### config.mk
export PLATFORM = sky130hd
export DESIGN_NAME = interlock_group_supervisor
export DESIGN_NICKNAME = d
export VERILOG_FILES = /design/src/interlock_group_pkg.sv /design/src/interlock_group_supervisor.sv
export VERILOG_INCLUDE_DIRS = /design/src
export SDC_FILE = /design/constraint.sdc
export NUM_CORES = 1
export LEC_CHECK = 0
export ABC_AREA = 1
export BUFFER_PORTS_ARGS = -buffer_cell sky130_fd_sc_hd__buf_2
export CORE_MARGIN = 8
export CORE_UTILIZATION = 40
export CTS_BUF_LIST = sky130_fd_sc_hd__clkbuf_16
export CTS_CLUSTER_SIZE = 16
export DETAILED_ROUTE_END_ITERATION = 8
export SLEW_MARGIN = 10
export SYNTH_ARGS = -nofsm -noshare
export SYNTH_HDL_FRONTEND = slang
export SYNTH_SLANG_ARGS = --single-unit
### constraint.sdc
create_clock -name core_clk -period 2.8 [get_ports core_clk]
set_clock_uncertainty 0.2 [all_clocks]
set_input_delay 0.42 -clock core_clk [delete_from_list [all_inputs] [get_ports core_clk]]
set_output_delay 0.42 -clock core_clk [all_outputs]
set_load 0.01 [all_outputs]
### src/interlock_group_regs.svh
`ifndef INTERLOCK_GROUP_REGS_SVH
`define INTERLOCK_GROUP_REGS_SVH
// register byte offsets
`define OFF_CONFIG 12'h000
`define OFF_COUNTS 12'h004
`define OFF_INPUTS 12'h008
`define OFF_CONTROL 12'h00C
`define OFF_STATE 12'h010
`define OFF_IRQ_STATUS 12'h014
`define OFF_IRQ_CLEAR 12'h018
`define OFF_IRQ_ENABLE 12'h01C
// config fields
`define CFG_ROLE_LSB 0
`define CFG_ADDR_LSB 2
`define CFG_AIRCHK_BIT 6
`define CFG_CLRSEL_BIT 7
`define CFG_TEMPMODE_LSB 8
`define CFG_AIRASSIGN_BIT 10
`define CFG_SYNCASSIGN_BIT 11
`define CFG_TEMPASSIGN_BIT 12
// counts fields
`define CNT_ZONES_LSB 0
`define CNT_ZONETHR_LSB 8
`define CNT_BURNERS_LSB 16
`define CNT_BURNTHR_LSB 24
// control bits (write one to pulse)
`define CTL_RESET_BIT 0
`define CTL_LINKCLR_BIT 1
`define CTL_BURNCLR_BIT 2
`define CTL_CNTCLR_BIT 3
`define CTL_RESTART_BIT 4
// reset values
`define RST_CONFIG 32'h0000_0000
`define RST_COUNTS 32'h0000_0101
// zone and burner count limits
`define MAX_ZONES 6'h10
`define MAX_BURNERS 6'h20
`endif

### src/interlock_group_pkg.sv
package interlock_group_pkg;
  typedef enum logic [1:0] {
    ROLE_MASTER = 2'h0,
    ROLE_ZONE = 2'h1,
    ROLE_SINGLE = 2'h2
  } role_t;

  typedef enum logic [1:0] {
    TEMP_OFF = 2'h0,
    TEMP_FIRST_ONLY = 2'h1,
    TEMP_EVERY = 2'h2,
    TEMP_NORMAL = 2'h3
  } temp_mode_t;

  typedef enum logic [4:0] {
    AIR_IDLE = 5'h01,
    AIR_OFF_CHECK = 5'h02,
    AIR_ON_CHECK = 5'h04,
    AIR_DONE = 5'h08,
    AIR_MONITOR = 5'h10
  } air_state_t;

  // plant-side inputs after synchronisation
  typedef struct packed {
    logic startup;
    logic blowerSync;
    logic blowerOn;
    logic airSwitch;
    logic interlockOpen;
    logic hotTemp;
    logic [1:0] roleSwitch;
  } plant_in_t;

  // fault counts reported by the peer link
  typedef struct packed {
    logic [4:0] zoneFaults;
    logic [5:0] burnerFaults;
    logic ownFault;
  } peer_faults_t;

  // supervisor decisions
  typedef struct packed {
    logic lockout;
    logic zoneLockout;
    logic overallStop;
    logic blockBurners;
    logic prepurgeAllow;
    logic airCheckPass;
  } super_out_t;
endpackage

### src/interlock_group_supervisor.sv
// What this block does
// - master or zone role locks out when configured role mismatches base switch
// - connected zone count 1..16 is honoured only in master role
// - new zone count applied on link error clear, count error clear or restart
// - master stops everything once faulted zones reach threshold 1..16
// - a single faulted zone locks itself and blocks its burners only
// - two or more faulted units lock out every unit and stop zones
// - address 0..15; master and single-zone accept address 0 only
// - burner count 0..32 applied on burner error clear, count clear, restart
// - zone lockout when faulted burners reach threshold; 0 or above count disables
// - air check: switch off with blower off, then on with blower on
// - check enabled without assigned switch stalls at the on check
// - check disabled with assigned switch still monitors switch as interlock
// - stored results cleared on startup off or blower sync off, selectable
// - results kept while an assigned blower sync stays on, even when startup drops
// - sync-off clearing: interlock open with switch on discards results
// - temperature mode off, first-prepurge-only, every prepurge, or normal
// - mode off with both temperature inputs assigned locks out
//
// Local design decisions: the placing of the registers and the APB interface to the registers.
`include "interlock_group_regs.svh"
module interlock_group_supervisor (
  // clock and reset
  input wire logic core_clk,
  input wire logic reset_n,
  // apb slave
  input wire logic psel,
  input wire logic penable,
  input wire logic pwrite,
  input wire logic [11:0] paddr,
  input wire logic [31:0] pwdata,
  output logic [31:0] prdata,
  output logic pready,
  output logic pslverr,
  // plant pins, asynchronous
  input wire interlock_group_pkg::plant_in_t plantPins,
  // peer link fault counts, same clock
  input wire interlock_group_pkg::peer_faults_t peerFaults,
  // decisions and interrupt
  output interlock_group_pkg::super_out_t decision,
  output logic irq
);

  ////////////////////////////////////////////////////////////////////////////
  // two-flop synchroniser for plant pins
  // pins change with no regard to core_clk; only the second stage may be read,
  // so a metastable first stage never reaches the decision logic
  interlock_group_pkg::plant_in_t pinMeta;
  interlock_group_pkg::plant_in_t pin;
  always_ff @(posedge core_clk) begin
    if (!reset_n) begin
      pinMeta <= '0;
      pin <= '0;
    end else begin
      pinMeta <= plantPins;
      pin <= pinMeta;
    end
  end

  ////////////////////////////////////////////////////////////////////////////
  // registers
  // configuration word written by software; fields are decoded further down
  logic [31:0] cfgWord;
  logic [31:0] counts;
  logic [4:0] irqStatus;
  logic [4:0] irqEnable;
  logic [4:0] applZones;
  logic [5:0] applBurners;
  logic lockout;
  logic zoneLockout;
  logic overallStop;
  logic [2:0] lockCause;
  interlock_group_pkg::air_state_t airState;
  logic airOffSeen;
  logic airOnSeen;
  logic firstPurgeDone;
  logic prevBlowerSync;
  logic prevStartup;

  logic wrAccess;
  logic rdAccess;
  logic ctlReset;
  logic ctlLinkClr;
  logic ctlBurnClr;
  logic ctlCntClr;
  logic ctlRestart;

  // single-cycle apb: access phase always completes at once
  assign wrAccess = psel && penable && pwrite;
  assign rdAccess = psel && penable && !pwrite;
  assign pready = 1'b1;
  assign pslverr = psel && penable && !addrKnown(paddr);

  // decode for the error answer only; the read mux has its own case
  function automatic logic addrKnown(input logic [11:0] a);
    addrKnown = (a == `OFF_CONFIG) || (a == `OFF_COUNTS) || (a == `OFF_INPUTS) ||
                (a == `OFF_CONTROL) || (a == `OFF_STATE) || (a == `OFF_IRQ_STATUS) ||
                (a == `OFF_IRQ_CLEAR) || (a == `OFF_IRQ_ENABLE);
  endfunction

  // saturate a requested count into its legal range
  function automatic logic [5:0] clampCount(input logic [7:0] v, input logic [5:0] lo, input logic [5:0] hi);
    if (v < {2'h0, lo}) begin
      clampCount = lo;
    end else if (v > {2'h0, hi}) begin
      clampCount = hi;
    end else begin
      clampCount = v[5:0];
    end
  endfunction

  assign ctlReset = wrAccess && (paddr == `OFF_CONTROL) && pwdata[`CTL_RESET_BIT];
  assign ctlLinkClr = wrAccess && (paddr == `OFF_CONTROL) && pwdata[`CTL_LINKCLR_BIT];
  assign ctlBurnClr = wrAccess && (paddr == `OFF_CONTROL) && pwdata[`CTL_BURNCLR_BIT];
  assign ctlCntClr = wrAccess && (paddr == `OFF_CONTROL) && pwdata[`CTL_CNTCLR_BIT];
  assign ctlRestart = wrAccess && (paddr == `OFF_CONTROL) && pwdata[`CTL_RESTART_BIT];

  // configuration registers
  always_ff @(posedge core_clk) begin
    if (!reset_n) begin
      cfgWord <= `RST_CONFIG;
      counts <= `RST_COUNTS;
      irqEnable <= 5'h00;
    end else if (wrAccess) begin
      // the counts word is stored as written; zone and burner counts apply at a clear or restart, thresholds at once
      // writes to unmapped offsets fall through and change nothing
      if (paddr == `OFF_CONFIG) cfgWord <= pwdata;
      if (paddr == `OFF_COUNTS) counts <= pwdata;
      if (paddr == `OFF_IRQ_ENABLE) irqEnable <= pwdata[4:0];
    end
  end

  // config field views
  interlock_group_pkg::role_t role;
  interlock_group_pkg::temp_mode_t tempMode;
  logic [3:0] stationAddr;
  logic airCheckEn;
  logic clearOnSync;
  logic airAssigned;
  logic syncAssigned;
  logic tempAssigned;
  // role code 3 is not a legal role; it locks out unless the base switch also reads 3
  assign role = interlock_group_pkg::role_t'(cfgWord[`CFG_ROLE_LSB +: 2]);
  assign stationAddr = cfgWord[`CFG_ADDR_LSB +: 4];
  assign airCheckEn = cfgWord[`CFG_AIRCHK_BIT];
  assign clearOnSync = cfgWord[`CFG_CLRSEL_BIT];
  assign tempMode = interlock_group_pkg::temp_mode_t'(cfgWord[`CFG_TEMPMODE_LSB +: 2]);
  assign airAssigned = cfgWord[`CFG_AIRASSIGN_BIT];
  assign syncAssigned = cfgWord[`CFG_SYNCASSIGN_BIT];
  assign tempAssigned = cfgWord[`CFG_TEMPASSIGN_BIT];

  ////////////////////////////////////////////////////////////////////////////
  // applied counts: a written value only takes hold at a clear or restart
  always_ff @(posedge core_clk) begin
    if (!reset_n) begin
      applZones <= 5'h01;
      applBurners <= 6'h00;
    end else begin
      if (ctlLinkClr || ctlCntClr || ctlRestart) begin
        // the clamp keeps 1..16, so the top bit of the six-bit result is always spare
        applZones <= 5'(clampCount(counts[`CNT_ZONES_LSB +: 8], 6'h01, `MAX_ZONES));
      end
      if (ctlBurnClr || ctlCntClr || ctlRestart) begin
        applBurners <= clampCount(counts[`CNT_BURNERS_LSB +: 8], 6'h00, `MAX_BURNERS);
      end
    end
  end

  ////////////////////////////////////////////////////////////////////////////
  // lockout causes, evaluated every cycle
  // causes are levels; the latches below hold them, so a cause that
  // disappears again still leaves the unit locked out until a reset
  logic [5:0] zoneThr;
  logic [5:0] burnThr;
  logic roleBad;
  logic addrBad;
  logic zoneEsc;
  logic burnEsc;
  logic multiEsc;
  logic tempBad;
  logic airTrip;
  logic anyCause;
  assign zoneThr = clampCount(counts[`CNT_ZONETHR_LSB +: 8], 6'h01, `MAX_ZONES);
  assign burnThr = clampCount(counts[`CNT_BURNTHR_LSB +: 8], 6'h00, `MAX_BURNERS);
  // single-zone ignores the base switch
  assign roleBad = (role != interlock_group_pkg::ROLE_SINGLE) && (pin.roleSwitch != role);
  assign addrBad = (role != interlock_group_pkg::ROLE_ZONE) && (stationAddr != 4'h0);
  // zones beyond the applied count cannot be counted as faulted
  assign zoneEsc = (role == interlock_group_pkg::ROLE_MASTER) &&
                   ({1'b0, peerFaults.zoneFaults} >= zoneThr) &&
                   (peerFaults.zoneFaults <= applZones) && (peerFaults.zoneFaults != 5'h00);
  assign burnEsc = (role != interlock_group_pkg::ROLE_MASTER) && (burnThr != 6'h00) &&
                   (burnThr <= applBurners) && (peerFaults.burnerFaults >= burnThr);
  // own fault plus one faulted zone also counts as two units
  assign multiEsc = (({1'b0, peerFaults.zoneFaults} + {5'h00, peerFaults.ownFault}) >= 6'h02);
  assign tempBad = (tempMode == interlock_group_pkg::TEMP_OFF) && tempAssigned;
  // switch acts as interlock whenever assigned and check is off
  assign airTrip = !airCheckEn && airAssigned && pin.blowerOn && !pin.airSwitch;
  assign anyCause = roleBad || addrBad || zoneEsc || burnEsc || multiEsc || tempBad || airTrip ||
                    peerFaults.ownFault;

  // latched lockouts; reset is refused while any cause remains
  // refusing the reset silently is safer than clearing and relatching at once,
  // which would let the decision outputs glitch low for a cycle
  always_ff @(posedge core_clk) begin
    if (!reset_n) begin
      lockout <= 1'b0;
      zoneLockout <= 1'b0;
      overallStop <= 1'b0;
      lockCause <= 3'h0;
    end else if (ctlReset && !anyCause) begin
      // a master with faulted zones stays stopped until they reset first
      lockout <= 1'b0;
      zoneLockout <= 1'b0;
      overallStop <= 1'b0;
      lockCause <= 3'h0;
    end else begin
      if (anyCause) lockout <= 1'b1;
      if (burnEsc || (role == interlock_group_pkg::ROLE_ZONE && peerFaults.ownFault)) zoneLockout <= 1'b1;
      if (zoneEsc || multiEsc) overallStop <= 1'b1;
      if (roleBad) lockCause[0] <= 1'b1;
      if (addrBad || tempBad) lockCause[1] <= 1'b1;
      if (zoneEsc || multiEsc || burnEsc) lockCause[2] <= 1'b1;
    end
  end

  ////////////////////////////////////////////////////////////////////////////
  // air pressure switch startup check
  // edge detectors start at zero, the idle level of both pins after reset,
  // so no false falling edge follows a reset
  logic clearResults;
  logic syncFell;
  logic startFell;
  assign syncFell = prevBlowerSync && !pin.blowerSync;
  assign startFell = prevStartup && !pin.startup;
  // an assigned sync held on keeps results even when startup drops
  assign clearResults = clearOnSync ? (syncFell || (pin.interlockOpen && pin.airSwitch && airState == interlock_group_pkg::AIR_DONE))
                                    : (startFell && !(syncAssigned && pin.blowerSync));

  always_ff @(posedge core_clk) begin
    if (!reset_n) begin
      prevBlowerSync <= 1'b0;
      prevStartup <= 1'b0;
    end else begin
      prevBlowerSync <= pin.blowerSync;
      prevStartup <= pin.startup;
    end
  end

  always_ff @(posedge core_clk) begin
    if (!reset_n || ctlRestart) begin
      airState <= interlock_group_pkg::AIR_IDLE;
      airOffSeen <= 1'b0;
      airOnSeen <= 1'b0;
    end else if (clearResults) begin
      airState <= interlock_group_pkg::AIR_IDLE;
      airOffSeen <= 1'b0;
      airOnSeen <= 1'b0;
    end else begin
      case (airState)
        interlock_group_pkg::AIR_IDLE: begin
          if (pin.startup) begin
            airState <= airCheckEn ? interlock_group_pkg::AIR_OFF_CHECK : interlock_group_pkg::AIR_MONITOR;
          end
        end
        interlock_group_pkg::AIR_OFF_CHECK: begin
          if (!pin.blowerOn && !pin.airSwitch && airAssigned) begin
            airOffSeen <= 1'b1;
            airState <= interlock_group_pkg::AIR_ON_CHECK;
          end else if (!airAssigned) begin
            airState <= interlock_group_pkg::AIR_ON_CHECK;
          end
        end
        interlock_group_pkg::AIR_ON_CHECK: begin
          // no assigned switch means this step never completes
          if (airAssigned && airOffSeen && pin.blowerOn && pin.airSwitch) begin
            airOnSeen <= 1'b1;
            airState <= interlock_group_pkg::AIR_DONE;
          end
        end
        interlock_group_pkg::AIR_DONE: begin
          airState <= interlock_group_pkg::AIR_DONE;
        end
        interlock_group_pkg::AIR_MONITOR: begin
          if (!pin.startup) airState <= interlock_group_pkg::AIR_IDLE;
        end
        default: airState <= interlock_group_pkg::AIR_IDLE;
      endcase
    end
  end

  ////////////////////////////////////////////////////////////////////////////
  // furnace temperature prepurge gating
  // hot furnace blocks prepurge unless mode is off; first-only mode lets the first one through
  logic purgeStart;
  assign purgeStart = decision.airCheckPass && !prevStartup && pin.startup;
  always_ff @(posedge core_clk) begin
    if (!reset_n || !pin.startup) begin
      firstPurgeDone <= 1'b0;
    end else if (decision.airCheckPass) begin
      firstPurgeDone <= 1'b1;
    end
  end

  logic tempGate;
  always_comb begin
    case (tempMode)
      interlock_group_pkg::TEMP_OFF: tempGate = 1'b1;
      interlock_group_pkg::TEMP_FIRST_ONLY: tempGate = !firstPurgeDone || !pin.hotTemp;
      interlock_group_pkg::TEMP_EVERY: tempGate = !pin.hotTemp;
      interlock_group_pkg::TEMP_NORMAL: tempGate = !pin.hotTemp;
      default: tempGate = 1'b0;
    endcase
  end

  ////////////////////////////////////////////////////////////////////////////
  // decision outputs from flops
  // one extra cycle of latency buys glitch-free outputs towards the plant
  always_ff @(posedge core_clk) begin
    if (!reset_n) begin
      decision <= '0;
    end else begin
      decision.lockout <= lockout;
      decision.zoneLockout <= zoneLockout;
      decision.overallStop <= overallStop;
      decision.blockBurners <= lockout || zoneLockout;
      decision.airCheckPass <= (airState == interlock_group_pkg::AIR_DONE && airOnSeen) ||
                               (airState == interlock_group_pkg::AIR_MONITOR);
      decision.prepurgeAllow <= tempGate && !lockout && !overallStop;
    end
  end

  ////////////////////////////////////////////////////////////////////////////
  // interrupts: lockout, zone lockout, overall stop, purge start, result clear
  // rising edges come from comparing each latch with its registered copy
  logic [4:0] irqEvents;
  assign irqEvents = {clearResults, purgeStart, overallStop && !decision.overallStop,
                      zoneLockout && !decision.zoneLockout, lockout && !decision.lockout};
  always_ff @(posedge core_clk) begin
    if (!reset_n) begin
      irqStatus <= 5'h00;
    end else if (wrAccess && paddr == `OFF_IRQ_CLEAR) begin
      // a new event in the clear cycle survives
      irqStatus <= (irqStatus & ~pwdata[4:0]) | irqEvents;
    end else begin
      irqStatus <= irqStatus | irqEvents;
    end
  end
  assign irq = |(irqStatus & irqEnable);

  // read mux
  always_comb begin
    prdata = 32'h0000_0000;
    if (rdAccess) begin
      case (paddr)
        `OFF_CONFIG: prdata = cfgWord;
        `OFF_COUNTS: prdata = counts;
        `OFF_INPUTS: prdata = {24'h00_0000, pin};
        `OFF_STATE: prdata = {7'h00, // [31:25] spare
                              applBurners, // [24:19]
                              3'h0, // [18:16] spare
                              applZones, // [15:11]
                              lockCause, // [10:8]
                              airState, // [7:3]
                              overallStop, // [2]
                              zoneLockout, // [1]
                              lockout}; // [0]
        `OFF_IRQ_STATUS: prdata = {27'h000_0000, irqStatus};
        `OFF_IRQ_ENABLE: prdata = {27'h000_0000, irqEnable};
        default: prdata = 32'h0000_0000;
      endcase
    end
  end

endmodule

==> results.toml <==
[run_status]
status = "complete, no violations"

[power]
p_comb_frac = 0.061
leakagePower_uw = 0.00341
powerDensity_mw_per_mm2 = 553
pwr-share-clk = 0.514
seqPwrFrac = 0.425
p_sw_frac = 0.229
power_switching_uw = 967
power.ir.vdd_worst_mv = 0.397
p_int_uw = 3260

[clock_tree]
clk_latency_ps = 420
cts-root-buf = "clkbuf_16"
clk_pin_slew_ps = 60
cts_buffers = 17
h-tree-depth = 4
cts_tree = "built"
cts_buffer_depth = 2
cts.sinks = 123

[final_layout]
syn_to_final_growth_pct = 23.7
final_nets = 1097
finish.utilization = 0.505
drive_above_1_share = 0.185
stdcell_count = 1206
fill_cells = 1519

[route]
drt-pass1-iter-count = 4
dr_total_vias = 6116
routed_via_density = 5.07
drc = 0
wl_per_cell_um = 15.7
finalWirelength_um = 19000
drtIter0Drc = 359
ant_nets = 0

[floorplan]
start_util = 0.408
die_h_um = 140
io_pins = 110
die_area_mm2 = 0.0197
die_width_um = 140
rows = 45
core_mm2 = 0.0151

[sta]
setup_tns_ps = 0
final.min_clock_period_ps = 2640
hold_ws_ps = 41.2
rsz0062_at_grt = "no"
max-slew-margin-rel = 0.434
fmax_mhz = 379
min_period_over_period = 0.942
setup_viol = 0
final-max-slew-violation-count = 0
tightest_slew_ps = 848
hold_violations = 0

[placement]
dp_hpwl_um = 14400
gp_congestion = 0.883
placedCellCount = 1164
io_buffers = 108

[critical_path]
crit_path_start_kind = "input port"
endpoint_kind = "output pin"
crit_fanout = 27
crit_type = "input port to output pin"
crit_arrival_ps = 2020
required_ps = 2180

[logic_synthesis]
synth_top_family_by_area = "simple AND/OR/NAND/NOR gates"
synth_cells = 882
ys.flop_type = "dfxtp_1"
synth_nets = 975
synth_edf_count = 0
ys_warn_count = 0
yosys.area.top_type = "dfxtp_1"
async_flop_share = 0
synth.area.mux_share = 0
synthAdderAreaFrac = 0.0486
syn_area_mm2 = 0.00618
synthXorXnorAreaFrac = 0
yosysSeqAreaShare = 0.398
yosys-top-cells-area = "dfxtp_1 40%, nand2_1 8.6%, inv_1 8.3%"
ys_types = 39
synth_simple_gate_area_share = 0.236
synth_compound_area_frac = 0.199
synth_top_area_share = 0.398
ys_seq_elements = 123
avgSynthCellArea_um2 = 7.01

[global_routing]
track_usage = 0.194
grt_max_degree = 48
grt_pass1_wl_um = 30500
antenna_found_initial = 1
grt_pass1_vias = 5932
grt_overflow = 0

[flow_run]
drv_cap = 0

[hold_path]
hold_path_class = "input port to register"
[area by class of cell]
class	instances	area (um^2)	share of cell area
multi-input cells	582	3020	0.395
flip-flops and latches	123	2460	0.322
repair buffers	138	811	0.106
inverters	142	533	0.0697
clock buffers	17	425	0.0556
well taps	188	235	0.0308
clock inverters	15	158	0.0206
diodes	1	2.50	0.000327
[routing by layer]
metal	GRT usage	vias up	routed length (um)
li1	-	3140	-
met1	0.252	2783	9030
met2	0.306	166	8530
met3	0.0415	27	993
met4	0.0800	0	425
met5	0	-	0
[cells by family after synthesis]
logic type / Yosys count
AO/OA/AOI/OAI: 217
adder cells (fa/ha/maj): 24
buffers and inverters: 177
flip-flops: 123
other: 1
AND/OR/NAND/NOR: 340
[repair_timing]
item | CTS | global route
setup endpoints to repair | 0 | 6
resized for setup | 0 | 9
buffers inserted | 0 | 1
hold endpoints to repair | 8 | 0
hold buffers | 8 | 0
[power by group through the flow]
stage | Clock (uW) | Sequential [uW] | Combinational [uW]
final | 2170 | 1800 | 256
after global routing | 2280 | 1800 | 289
after CTS | 2190 | 1800 | 256
after detailed placement | 0 | 1830 | 247
after global placement | 0 | 1830 | 245
after floorplan | 0 | 1830 | 133
[worst max-delay path: stages]
cell     delay [ps]
buf_2            90
nor2_1          120
nand2_2         120
nor2_2          210
nand2_1         230
nand4_2         200
nand2_4         230
a21oi_1         220
buf_2           160
[stage by stage]
step / area (um^2) / setup WS, ps / power [uW]
floorplan: 6180 / 525 / 1960
CTS: 7610 / 85.3 / 4250
finish: 7650 / 164 / 4230
global placement: 6940 / 153 / 2080
detailed placement: 6940 / 101 / 2080
global route: 7650 / 8.73 / 4370
[synthesized netlist by cell type (all sizes together) (13+ instances only)]
cell    count
nand2     145
inv       141
dfxtp     123
nor2      122
a21oi      90
o21ai      67
nand3      45
o22ai      25
ha         24
a211oi     21
clkbuf     18
buf        17
nor3       13
[flip-flops by register name, summed over array words and instances (netlist names)]
signal,count
pin,8
cfgWord,32
applZones,5
firstPurgeDone,1
lockout,1
overallStop,1
counts,32
pinMeta,8
applBurners,6
irqStatus,5
irqEnable,5
airOffSeen,1
prevStartup,1
decision,6
airOnSeen,1
airState,5
prevBlowerSync,1
lockCause,3
zoneLockout,1
[final timing paths]
kind / end / slack (ps) / start / cells after the start
worst max-delay path: prdata[18] / 160 / paddr[9] / 9
worst min-delay path: counts[5] / 40 / pwdata[5] / 3
worst min register to register: pin[3] / 210 / pinMeta[3] / 2
worst max register to register: lockCause[2] / 260 / counts[27] / 17
[cell usage in the layout (no fill, tap or decap), types with 3 or more instances in the layout]
| master | n |
|---|---|
| nand2_2 | 4 |
| dlygate4sd3_1 | 8 |
| o211ai_1 | 4 |
| nand4_1 | 9 |
| nor4_1 | 3 |
| o21ai_0 | 64 |
| buf_2 | 108 |
| clkinv_2 | 7 |
| nor3_1 | 11 |
| bufinv_16 | 3 |
| clkbuf_16 | 17 |
| nor2_2 | 6 |
| a221oi_1 | 3 |
| inv_2 | 4 |
| a21oi_2 | 3 |
| a31oi_1 | 3 |
| buf_4 | 20 |
| nand3_1 | 45 |
| a211oi_1 | 20 |
| inv_1 | 138 |
| nand2_1 | 139 |
| o22ai_1 | 25 |
| dfxtp_1 | 123 |
| nor2_1 | 113 |
| ha_1 | 24 |
| a21oi_1 | 87 |
Power figures use the tool's default switching activity.
